## src/rtl/power_seq_pkg.sv

```systemverilog
// Purpose: Shared constants and types for the sleep and standby sequencer.
// Assumes: One system clock; every count is in system clock states.
// Notes:   The long settling waits are defaults here; the top may override them.
package power_seq_pkg;

  // Settling counter width, wide enough for the longest wait
  localparam int SETTLE_CNT_W = 18;

  // Codes of the settling wait select field
  localparam logic [2:0] SETTLE_SEL_8K   = 3'h0;
  localparam logic [2:0] SETTLE_SEL_16K  = 3'h1;
  localparam logic [2:0] SETTLE_SEL_32K  = 3'h2;
  localparam logic [2:0] SETTLE_SEL_64K  = 3'h3;
  localparam logic [2:0] SETTLE_SEL_128K = 3'h4;
  localparam logic [2:0] SETTLE_SEL_1K   = 3'h5;

  // Waits in states for each select code
  localparam int unsigned WAIT_STATES_8K   = 8192;
  localparam int unsigned WAIT_STATES_16K  = 16384;
  localparam int unsigned WAIT_STATES_32K  = 32768;
  localparam int unsigned WAIT_STATES_64K  = 65536;
  localparam int unsigned WAIT_STATES_128K = 131072;
  localparam int unsigned WAIT_STATES_1K   = 1024;

  // Reset values of the system control fields
  localparam logic       STANDBY_SELECT_RST = 1'b0;
  localparam logic [2:0] SETTLE_SELECT_RST  = 3'h0;

  // Number of interrupt sources that can wake sleep mode
  localparam int INT_SRC_N = 8;
  // Number of peripheral modules with a halt bit
  localparam int MODULE_N  = 4;

  // Power states of the device
  typedef enum logic [2:0] {
    ST_RUN,
    ST_SLEEP,
    ST_SW_STANDBY,
    ST_SETTLE,
    ST_RESET_HOLD,
    ST_HW_STANDBY
  } power_state_t;

endpackage

```

## src/rtl/settle_timer.sv

```systemverilog
// Purpose: Down-counter that times the oscillator settling wait.
// Assumes: load_value_in is at least 1.
// Notes:   done_out is high in the last state of the wait.
`timescale 1ns/1ps
module settle_timer
  import power_seq_pkg::*;
(
  input  wire logic                    ref_clk_in,    // System clock
  input  wire logic                    rst_b_in,      // Asynchronous reset, low
  input  wire logic                    load_in,       // Start a new wait
  input  wire logic [SETTLE_CNT_W-1:0] load_value_in, // Wait length in states
  output logic                         done_out       // Last state of the wait
);

  logic [SETTLE_CNT_W-1:0] cnt_reg; // Remaining states, zero when idle

  // Load on wake, then count down and stop at zero
  always_ff @(posedge ref_clk_in or negedge rst_b_in) begin
    if (!rst_b_in) begin
      cnt_reg <= '0;
    end else if (load_in) begin
      cnt_reg <= load_value_in;
    end else if (cnt_reg != '0) begin
      cnt_reg <= cnt_reg - SETTLE_CNT_W'(1);
    end
  end

  // The counter reaches zero on the edge after this state
  assign done_out = (cnt_reg == SETTLE_CNT_W'(1));

endmodule

```

## src/rtl/sleep_standby_ctrl.sv

```systemverilog
// Purpose: Power-down sequencer for sleep and software standby.
// Assumes: All inputs but rst_b_in are synchronous to ref_clk_in; pins are active low.
// Notes:   Rules below.
`timescale 1ns/1ps
module sleep_standby_ctrl
  import power_seq_pkg::*;
#(
  // Long waits, shortened only for simulation
  parameter int unsigned WAIT_8K   = WAIT_STATES_8K,
  parameter int unsigned WAIT_16K  = WAIT_STATES_16K,
  parameter int unsigned WAIT_32K  = WAIT_STATES_32K,
  parameter int unsigned WAIT_64K  = WAIT_STATES_64K,
  parameter int unsigned WAIT_128K = WAIT_STATES_128K
) (
  input  wire logic                 ref_clk_in,                 // System clock
  input  wire logic                 rst_b_in,                   // Async reset, low
  input  wire logic                 sleep_exec_in,              // Low-power instruction done
  input  wire logic                 sysctl_wr_in,               // Write control fields
  input  wire logic                 standby_select_wdata_in,    // New select bit
  input  wire logic [2:0]           settle_wait_select_wdata_in, // New wait select
  input  wire logic                 external_init_pin_b_in,     // Reset pin, low
  input  wire logic                 hardware_powerdown_pin_b_in, // Standby pin, low
  input  wire logic                 nmi_in,                     // NMI request
  input  wire logic                 ext_int_line_0_in,          // Line 0 request
  input  wire logic                 ext_int_line_1_in,          // Line 1 request
  input  wire logic                 ext_int_0_en_in,            // Line 0 enable bit
  input  wire logic                 ext_int_1_en_in,            // Line 1 enable bit
  input  wire logic                 ext_int_0_cpu_mask_in,      // Line 0 masked in CPU
  input  wire logic                 ext_int_1_cpu_mask_in,      // Line 1 masked in CPU
  input  wire logic [INT_SRC_N-1:0] int_src_req_in,             // Other sources pending
  input  wire logic [INT_SRC_N-1:0] int_src_en_in,              // Enabled in own module
  input  wire logic [INT_SRC_N-1:0] int_src_masked_in,          // Masked by priority+mask
  input  wire logic [MODULE_N-1:0]  module_halt_in,             // Module halt settings

  output logic                      standby_select_bit_out,     // Select bit value
  output logic [2:0]                settle_wait_select_out,     // Wait select value
  output logic                      cpu_halt_out,               // CPU stopped
  output logic                      cpu_regs_hold_out,          // CPU registers frozen
  output logic                      osc_enable_out,             // Oscillator running
  output logic                      chip_clock_en_out,          // Clocks supplied to chip
  output logic [MODULE_N-1:0]       module_run_out,             // Per-module run
  output logic                      module_reset_out,           // Peripherals held reset
  output logic                      io_hold_out,                // Port settings frozen
  output logic                      ram_retain_out,             // RAM retention mode
  output logic                      device_reset_out,           // Device in reset state
  output logic                      hw_standby_out,             // Hardware standby mode
  output logic                      int_exception_start_out,    // Interrupt handling, pulse
  output logic                      reset_exception_start_out,  // Reset handling, pulse
  output logic [2:0]                power_state_out             // Current state code
);

  power_state_t            state_reg;          // Current power state
  power_state_t            state_next;         // Next power state
  logic                    standby_select_reg; // Standby select bit
  logic [2:0]              settle_select_reg;  // Settling wait select

  logic                    sleep_wake;         // Any sleep wake source
  logic                    standby_wake;       // Any standby wake source
  logic                    settle_load;        // Start of settling wait
  logic                    settle_done;        // Last settling state
  logic [SETTLE_CNT_W-1:0] settle_len;         // Chosen wait in states

  // Wait length for a select code; illegal codes take the WAIT_128K wait
  function automatic logic [SETTLE_CNT_W-1:0] wait_lookup(input logic [2:0] sel);
    logic [SETTLE_CNT_W-1:0] len;
    len = SETTLE_CNT_W'(WAIT_128K);

    unique case (sel)
      SETTLE_SEL_8K:   len = SETTLE_CNT_W'(WAIT_8K);
      SETTLE_SEL_16K:  len = SETTLE_CNT_W'(WAIT_16K);
      SETTLE_SEL_32K:  len = SETTLE_CNT_W'(WAIT_32K);
      SETTLE_SEL_64K:  len = SETTLE_CNT_W'(WAIT_64K);
      SETTLE_SEL_128K: len = SETTLE_CNT_W'(WAIT_128K);
      SETTLE_SEL_1K:   len = SETTLE_CNT_W'(WAIT_STATES_1K);
      default:         len = SETTLE_CNT_W'(WAIT_128K); // Safe choice
    endcase
    return len;
  endfunction

  // Sleep wakes on NMI or on a source both enabled and unmasked
  assign sleep_wake = nmi_in
                    | (|(int_src_req_in & int_src_en_in & ~int_src_masked_in));

  // Standby wakes only on NMI or an enabled, unmasked external line
  assign standby_wake = nmi_in
                      | (ext_int_line_0_in & ext_int_0_en_in & ~ext_int_0_cpu_mask_in)
                      | (ext_int_line_1_in & ext_int_1_en_in & ~ext_int_1_cpu_mask_in);

  assign settle_len  = wait_lookup(settle_select_reg);
  // A new wake always reloads the timer
  assign settle_load = (state_reg == ST_SW_STANDBY) && (state_next == ST_SETTLE);

  // Settling wait timer
  settle_timer u_settle_timer (
    .ref_clk_in    (ref_clk_in),
    .rst_b_in      (rst_b_in),
    .load_in       (settle_load),
    .load_value_in (settle_len),
    .done_out      (settle_done)
  );

  // Next state; the standby pin outranks the reset pin, which outranks all else
  always_comb begin
    state_next = state_reg;

    if (!hardware_powerdown_pin_b_in) begin
      state_next = ST_HW_STANDBY;
    end else if (!external_init_pin_b_in) begin
      state_next = ST_RESET_HOLD;
    end else begin
      unique case (state_reg)
        ST_RUN: begin
          // Instruction picks the mode from the select bit
          if (sleep_exec_in) begin
            if (standby_select_reg) begin
              state_next = ST_SW_STANDBY;
            end else begin
              state_next = ST_SLEEP;
            end
          end
        end

        ST_SLEEP: begin
          // Accepted interrupt resumes execution
          if (sleep_wake) begin
            state_next = ST_RUN;
          end
        end

        ST_SW_STANDBY: begin
          // Restart the oscillator and start the wait
          if (standby_wake) begin
            state_next = ST_SETTLE;
          end
        end

        ST_SETTLE: begin
          // Release only once the wait has run out
          if (settle_done) begin
            state_next = ST_RUN;
          end
        end

        ST_RESET_HOLD: begin
          // Pin is high here, so reset handling begins
          state_next = ST_RUN;
        end

        ST_HW_STANDBY: begin
          // Leaving hardware standby goes through the reset state
          state_next = ST_RESET_HOLD;
        end

        default: begin
          state_next = ST_RESET_HOLD; // Recover from an illegal code
        end
      endcase
    end
  end

  // State register
  always_ff @(posedge ref_clk_in or negedge rst_b_in) begin
    if (!rst_b_in) begin
      state_reg <= ST_RESET_HOLD;
    end else begin
      state_reg <= state_next;
    end
  end

  // System control fields; writes only land while the CPU runs
  always_ff @(posedge ref_clk_in or negedge rst_b_in) begin
    if (!rst_b_in) begin
      standby_select_reg <= STANDBY_SELECT_RST;
      settle_select_reg  <= SETTLE_SELECT_RST;
    end else if (state_next == ST_RESET_HOLD || state_next == ST_HW_STANDBY) begin
      // Reset and hardware standby restore the initial values
      standby_select_reg <= STANDBY_SELECT_RST;
      settle_select_reg  <= SETTLE_SELECT_RST;
    end else if (sysctl_wr_in && state_reg == ST_RUN) begin
      // The bit is never cleared by a wake; a write of 0, reset or hardware standby clears it
      standby_select_reg <= standby_select_wdata_in;
      settle_select_reg  <= settle_wait_select_wdata_in;
    end
  end

  // Control outputs, registered from the next state
  // Same edge as the state code
  always_ff @(posedge ref_clk_in or negedge rst_b_in) begin
    if (!rst_b_in) begin
      cpu_halt_out      <= 1'b1;
      cpu_regs_hold_out <= 1'b0;
      osc_enable_out    <= 1'b1;
      chip_clock_en_out <= 1'b1;
      module_run_out    <= '0;
      module_reset_out  <= 1'b1;
      io_hold_out       <= 1'b0;
      ram_retain_out    <= 1'b0;
      device_reset_out  <= 1'b1;
      hw_standby_out    <= 1'b0;
    end else begin
      unique case (state_next)
        ST_RUN: begin
          cpu_halt_out      <= 1'b0;
          cpu_regs_hold_out <= 1'b0;
          osc_enable_out    <= 1'b1;
          chip_clock_en_out <= 1'b1;
          module_run_out    <= ~module_halt_in;
          module_reset_out  <= 1'b0;
          io_hold_out       <= 1'b0;
          ram_retain_out    <= 1'b0;
          device_reset_out  <= 1'b0;
          hw_standby_out    <= 1'b0;
        end

        ST_SLEEP: begin
          // CPU frozen, peripherals keep running unless halted
          cpu_halt_out      <= 1'b1;
          cpu_regs_hold_out <= 1'b1;
          osc_enable_out    <= 1'b1;
          chip_clock_en_out <= 1'b1;
          module_run_out    <= ~module_halt_in;
          module_reset_out  <= 1'b0;
          io_hold_out       <= 1'b0;
          ram_retain_out    <= 1'b0;
          device_reset_out  <= 1'b0;
          hw_standby_out    <= 1'b0;
        end

        ST_SW_STANDBY: begin
          // Everything stops; state of CPU, RAM and ports is kept
          cpu_halt_out      <= 1'b1;
          cpu_regs_hold_out <= 1'b1;
          osc_enable_out    <= 1'b0;
          chip_clock_en_out <= 1'b0;
          module_run_out    <= '0;
          module_reset_out  <= 1'b1;
          io_hold_out       <= 1'b1;
          ram_retain_out    <= 1'b1;
          device_reset_out  <= 1'b0;
          hw_standby_out    <= 1'b0;
        end

        ST_SETTLE: begin
          // Oscillator restarts, clocks stay gated until the wait ends
          cpu_halt_out      <= 1'b1;
          cpu_regs_hold_out <= 1'b1;
          osc_enable_out    <= 1'b1;
          chip_clock_en_out <= 1'b0;
          module_run_out    <= '0;
          module_reset_out  <= 1'b1;
          io_hold_out       <= 1'b1;
          ram_retain_out    <= 1'b1;
          device_reset_out  <= 1'b0;
          hw_standby_out    <= 1'b0;
        end

        ST_RESET_HOLD: begin
          // Clocks at once; the pin holder covers oscillator settling
          cpu_halt_out      <= 1'b1;
          cpu_regs_hold_out <= 1'b0;
          osc_enable_out    <= 1'b1;
          chip_clock_en_out <= 1'b1;
          module_run_out    <= '0;
          module_reset_out  <= 1'b1;
          io_hold_out       <= 1'b0;
          ram_retain_out    <= 1'b0;
          device_reset_out  <= 1'b1;
          hw_standby_out    <= 1'b0;
        end

        ST_HW_STANDBY: begin
          // Standby flag, CPU halt and peripheral reset are up; all else is down
          cpu_halt_out      <= 1'b1;
          cpu_regs_hold_out <= 1'b0;
          osc_enable_out    <= 1'b0;
          chip_clock_en_out <= 1'b0;
          module_run_out    <= '0;
          module_reset_out  <= 1'b1;
          io_hold_out       <= 1'b0;
          ram_retain_out    <= 1'b0;
          device_reset_out  <= 1'b0;
          hw_standby_out    <= 1'b1;
        end

        default: begin
          cpu_halt_out      <= 1'b1;
          cpu_regs_hold_out <= 1'b0;
          osc_enable_out    <= 1'b1;
          chip_clock_en_out <= 1'b1;
          module_run_out    <= '0;
          module_reset_out  <= 1'b1;
          io_hold_out       <= 1'b0;
          ram_retain_out    <= 1'b0;
          device_reset_out  <= 1'b1;
          hw_standby_out    <= 1'b0;
        end
      endcase
    end
  end

  // Exception start pulses, one cycle on the return to execution
  always_ff @(posedge ref_clk_in or negedge rst_b_in) begin
    if (!rst_b_in) begin
      int_exception_start_out   <= 1'b0;
      reset_exception_start_out <= 1'b0;
    end else begin
      int_exception_start_out   <= (state_next == ST_RUN)
                                 && (state_reg == ST_SLEEP || state_reg == ST_SETTLE);
      reset_exception_start_out <= (state_next == ST_RUN)
                                 && (state_reg == ST_RESET_HOLD);
    end
  end

  // Visible copies of the control fields and the state
  assign standby_select_bit_out = standby_select_reg;
  assign settle_wait_select_out = settle_select_reg;
  assign power_state_out        = state_reg;

endmodule

```

## config.mk

```make
export PLATFORM = sky130hd
export DESIGN_NAME = sleep_standby_ctrl
export DESIGN_NICKNAME = d
export VERILOG_FILES = /design/src/rtl/power_seq_pkg.sv /design/src/rtl/settle_timer.sv /design/src/rtl/sleep_standby_ctrl.sv
export SDC_FILE = /design/constraint.sdc
export NUM_CORES = 1
export LEC_CHECK = 0
export BUFFER_PORTS_ARGS = -buffer_cell sky130_fd_sc_hd__buf_2
export CORE_AREA = 2 2 67 69
export DETAILED_ROUTE_END_ITERATION = 7
export DIE_AREA = 0 0 69 71
export PLACE_DENSITY = 0.88
export SLEW_MARGIN = 10
export SYNTH_ARGS = -nofsm -noshare
export SYNTH_HDL_FRONTEND = slang
export SYNTH_SLANG_ARGS = --single-unit
```

## constraint.sdc

```tcl
create_clock -name ref_clk_in -period 2.1 [get_ports ref_clk_in]
set_input_delay 0.63 -clock ref_clk_in [delete_from_list [all_inputs] [get_ports ref_clk_in]]
set_output_delay 0.63 -clock ref_clk_in [all_outputs]
set_load 0.05 [all_outputs]
```

==> metrics.yaml <==
cp.arrival_ns: 2.21
fin_crit_ns: 1.98
yosys_register_bits: 39
cts_sinks: 39
net_total_in_the_final_layout: 324
htree_levels: 2
final.setup.worst_slack_ns: 0.121
hold_viol: 0
drc: 0
yosys_warnings: 0
num_antenna_cells: 0
antenna_found_initial: 0
whs_ns: 0.275
core_area_sq_um: 4200
worstPathRequired_ns: 2.33
synth_adder_area_share: 0.0184
outcome: "complete, no violations"
cts.reportedPaths.clkPinSlew_ns: 0.08
source_of_the_worst_register_to_register_timing_path: "u_settle_timer.cnt_reg[0]"
largest_reg_flops: 18
max_slew_margin: 0.587
finalInstanceArea_sq_um: 2570
first_global_vias: 1730
tritoncts: "done"
max_freq_mhz: 505
grt_max_degree: 23
relative_contribution_of_the_clock_network_to_total_power: 0.336
ys_dominant_reg_cell: "sky130_fd_sc_hd__dfrtp_1"
cp-start-kind: "flop"
drt-pass1-iter-count: 4
syn-num-nets: 250
die_h_um: 71
wl_per_cell_um: 14.0
clock_tree.root_cell: "sky130_fd_sc_hd__clkbuf_8"
synth_sequential_area_ratio: 0.483
cp_top_family: "simple AND/OR/NAND/NOR gates"
post_synth_xor_area_fraction: 0.0258
buffer_ports.inserted: 66
globalRouteTotalUtil: 0.190
main_combinational_cell_family_by_area_after_synthesis: "simple AND/OR/NAND/NOR gates"
timing.critical_path.fanout_max: 7
synth.area.mux_share: 0.0442
die_area_sq_um: 4900
min-delay-path-class: "in -> async"
cts_inserted_buffers: 5
worst_slew_pin_slew_ns: 0.618
place_ws_ns: 0.0645
endpoint_kind: "flop"
totalNegativeSetupSlack_ns: 0
floorplan.die.width_um: 69
reg2reg_setup_slack_ns: 0.12
synthesis.area_sq_um: 2040
cpPeakStageDelay_ns: 0.51
async_reset_ff_frac: 1.00
power.leakage_nw: 1.12
vdd_ir_drop_max_uv: 418
p_sw_frac: 0.263
compound_gate_portion_of_the_synthesized_area: 0.136
dp.final_hpwl_mm: 3.50
powerDensity_nw_per_um2: 566
power_switching_mw: 0.383
postRouteWirelength_mm: 4.61
clock_tree.buffer_depth: 2
grt_overflow_total: 0
post-route-period-util: 0.942
count_of_cell_types_in_the_netlist: 51
initial_util: 0.485
place_area_sq_um: 2470
worst-r2r-cell-count: 7
syn_inst_count: 202
synth-edff-count: 0
globalplace.congestion: 0.854
seq_power_share: 0.544
critPathBufInv: 1
worstReg2RegEnd: "u_settle_timer.cnt_reg[13]"
drv_slew: 0
cellInternalPower_mw: 1.07
worstSkewPairLatency_ns: 0.29
per_instance_average_area_after_synthesis_sq_um: 10.1
drtAntennaViolNets: 0
initialDrtViolationCount: 97
drive_above_1_share: 0.361
wire_length_of_the_first_global_routing_pass_mm: 7.50
ioPinCount: 67
vias_per_cell: 5.45
placementRows: 24
crit_path_top_delay_cell: "sky130_fd_sc_hd__or4_1"
synth_simple_gate_area_frac: 0.265
max_cap_viol_count: 0
detailroute.via_count: 1794
power.combinational.fraction: 0.120
setup_viol_count_final: 0
fin_worst_skew_ns: 0.00594
worst_path_cell_chain: "inv_1, ha_1, nor3b_1, and2_1, or4_1, a21oi_1, a21o_1"
area_overhead_of_the_layout_relative_to_synthesis_pct: 25.9
crit_path_category: "reg -> reg"
power by group through the flow:
stage	Combinational, mW	Clock, mW	Sequential, mW
2_1_floorplan	0.0394	0	0.856
3_3_place_gp	0.172	0	0.804
3_5_place_dp	0.176	0	0.805
4_1_cts	0.176	0.505	0.790
5_1_grt	0.189	0.533	0.793
6_report	0.175	0.488	0.791
cells in the mapped netlist (2+ instances only):
cell type | number | area [sq um]
sky130_fd_sc_hd__dfrtp_1 | 33 | 826
sky130_fd_sc_hd__nor2_1 | 33 | 124
sky130_fd_sc_hd__nand2_1 | 18 | 67.6
sky130_fd_sc_hd__a21oi_1 | 9 | 45.0
sky130_fd_sc_hd__mux2i_1 | 9 | 90.1
sky130_fd_sc_hd__o21ai_0 | 8 | 40.0
sky130_fd_sc_hd__dfstp_2 | 6 | 158
sky130_fd_sc_hd__nor2b_1 | 4 | 25.0
sky130_fd_sc_hd__nor3b_1 | 4 | 30.0
sky130_fd_sc_hd__o21ai_1 | 4 | 20.0
sky130_fd_sc_hd__a31oi_1 | 3 | 18.8
sky130_fd_sc_hd__buf_2 | 3 | 15.0
sky130_fd_sc_hd__clkbuf_1 | 3 | 11.3
sky130_fd_sc_hd__ha_1 | 3 | 37.5
sky130_fd_sc_hd__inv_1 | 3 | 11.3
sky130_fd_sc_hd__nand2b_1 | 3 | 18.8
sky130_fd_sc_hd__nand3_1 | 3 | 15.0
sky130_fd_sc_hd__nand4_1 | 3 | 18.8
sky130_fd_sc_hd__nand4b_1 | 3 | 26.3
sky130_fd_sc_hd__o211ai_1 | 3 | 22.5
sky130_fd_sc_hd__xnor2_1 | 3 | 26.3
sky130_fd_sc_hd__xor2_1 | 3 | 26.3
sky130_fd_sc_hd__buf_4 | 2 | 15.0
sky130_fd_sc_hd__nand3b_1 | 2 | 15.0
sky130_fd_sc_hd__nor3_1 | 2 | 10.0
sky130_fd_sc_hd__nor3_2 | 2 | 20.0
sky130_fd_sc_hd__nor4_4 | 2 | 42.5
sky130_fd_sc_hd__nor4b_1 | 2 | 17.5
sky130_fd_sc_hd__o22ai_1 | 2 | 12.5
sky130_fd_sc_hd__or2_2 | 2 | 12.5
sky130_fd_sc_hd__or3_1 | 2 | 12.5
stage by stage:
| stage | power (mW) | util | instances |
|---|---|---|---|
| finish | 1.45 | 0.610 | 329 |
| global route | 1.52 | 0.610 | 329 |
| CTS | 1.47 | 0.608 | 329 |
| detailed placement | 0.980 | 0.588 | 321 |
| global placement | 0.976 | 0.588 | 321 |
| floorplan | 0.895 | - | 202 |
placed cells by master, fill, tap and decap left out, types with 2 or more instances in the layout:
cell type,instances
sky130_fd_sc_hd__buf_2,66
sky130_fd_sc_hd__nor2_1,33
sky130_fd_sc_hd__dfrtp_1,33
sky130_fd_sc_hd__nand2_1,18
sky130_fd_sc_hd__a21oi_1,9
sky130_fd_sc_hd__mux2i_1,9
sky130_fd_sc_hd__o21ai_0,8
sky130_fd_sc_hd__buf_4,8
sky130_fd_sc_hd__dfstp_2,6
sky130_fd_sc_hd__clkbuf_8,5
sky130_fd_sc_hd__nor2b_1,4
sky130_fd_sc_hd__o21ai_1,4
sky130_fd_sc_hd__nor3b_1,4
sky130_fd_sc_hd__inv_1,3
sky130_fd_sc_hd__o211ai_1,3
sky130_fd_sc_hd__nand4b_1,3
sky130_fd_sc_hd__nand3_1,3
sky130_fd_sc_hd__a31oi_1,3
sky130_fd_sc_hd__nand2b_1,3
sky130_fd_sc_hd__nand4_1,3
sky130_fd_sc_hd__xnor2_1,3
sky130_fd_sc_hd__xor2_1,3
sky130_fd_sc_hd__ha_1,3
sky130_fd_sc_hd__o22ai_1,2
sky130_fd_sc_hd__or2_2,2
sky130_fd_sc_hd__nand3b_1,2
sky130_fd_sc_hd__nor4_4,2
sky130_fd_sc_hd__nor3_2,2
sky130_fd_sc_hd__nor4b_1,2
sky130_fd_sc_hd__nor3_1,2
sky130_fd_sc_hd__or3_1,2
routing by layer:
metal / up-vias / track usage / part of all wire
li1: 872 / - / -
met1: 843 / 0.208 / 0.41
met2: 72 / 0.351 / 0.52
met3: 7 / 0.0442 / 0.058
met4: 0 / 0.0828 / 0.014
met5: - / 0 / 0
worst max-delay path by stage:
stage	to	cells after the start	slack, ns	startpoint
3_5_place_dp	u_settle_timer.cnt_reg[1]	6	0.06	u_settle_timer.cnt_reg[0]
2_1_floorplan	u_settle_timer.cnt_reg[7]	7	0.1	power_state_out[1]
3_3_place_gp	u_settle_timer.cnt_reg[7]	6	0.17	ext_int_0_cpu_mask_in
6_report	u_settle_timer.cnt_reg[13]	7	0.12	u_settle_timer.cnt_reg[0]
4_1_cts	u_settle_timer.cnt_reg[1]	6	0.02	u_settle_timer.cnt_reg[0]
5_1_grt	module_run_out[3]	6	-0.008	u_settle_timer.cnt_reg[4]
what timing repair did:
item / 4_1_cts / 5_1_grt
hold buffers: 0 / 0
gates resized for setup: 0 / 2
endpoints found under the setup margin: 0 / 7
setup buffers: 0 / 0
final cells by class:
type	instances	area, sq um
Sequential cell	39	983
Clock buffer	6	72.6
Tap cell	52	65.1
Inverter	4	15.0
Multi-Input combinational cell	151	1010
Clock inverter	2	12.5
Fill cell	345	1640
Timing Repair Buffer	75	410
cell families (layout without fill, tap and decap cells):
logic type | after synthesis | in the layout
AO/OA/AOI/OAI | 39 | 39
XOR/XNOR | 6 | 6
adder cells (fa/ha/maj) | 3 | 3
buffers and inverters | 12 | 87
flip-flops | 39 | 39
multiplexers | 9 | 9
AND/OR/NAND/NOR | 94 | 94
Note: power is estimated with default switching activity, not from simulation.
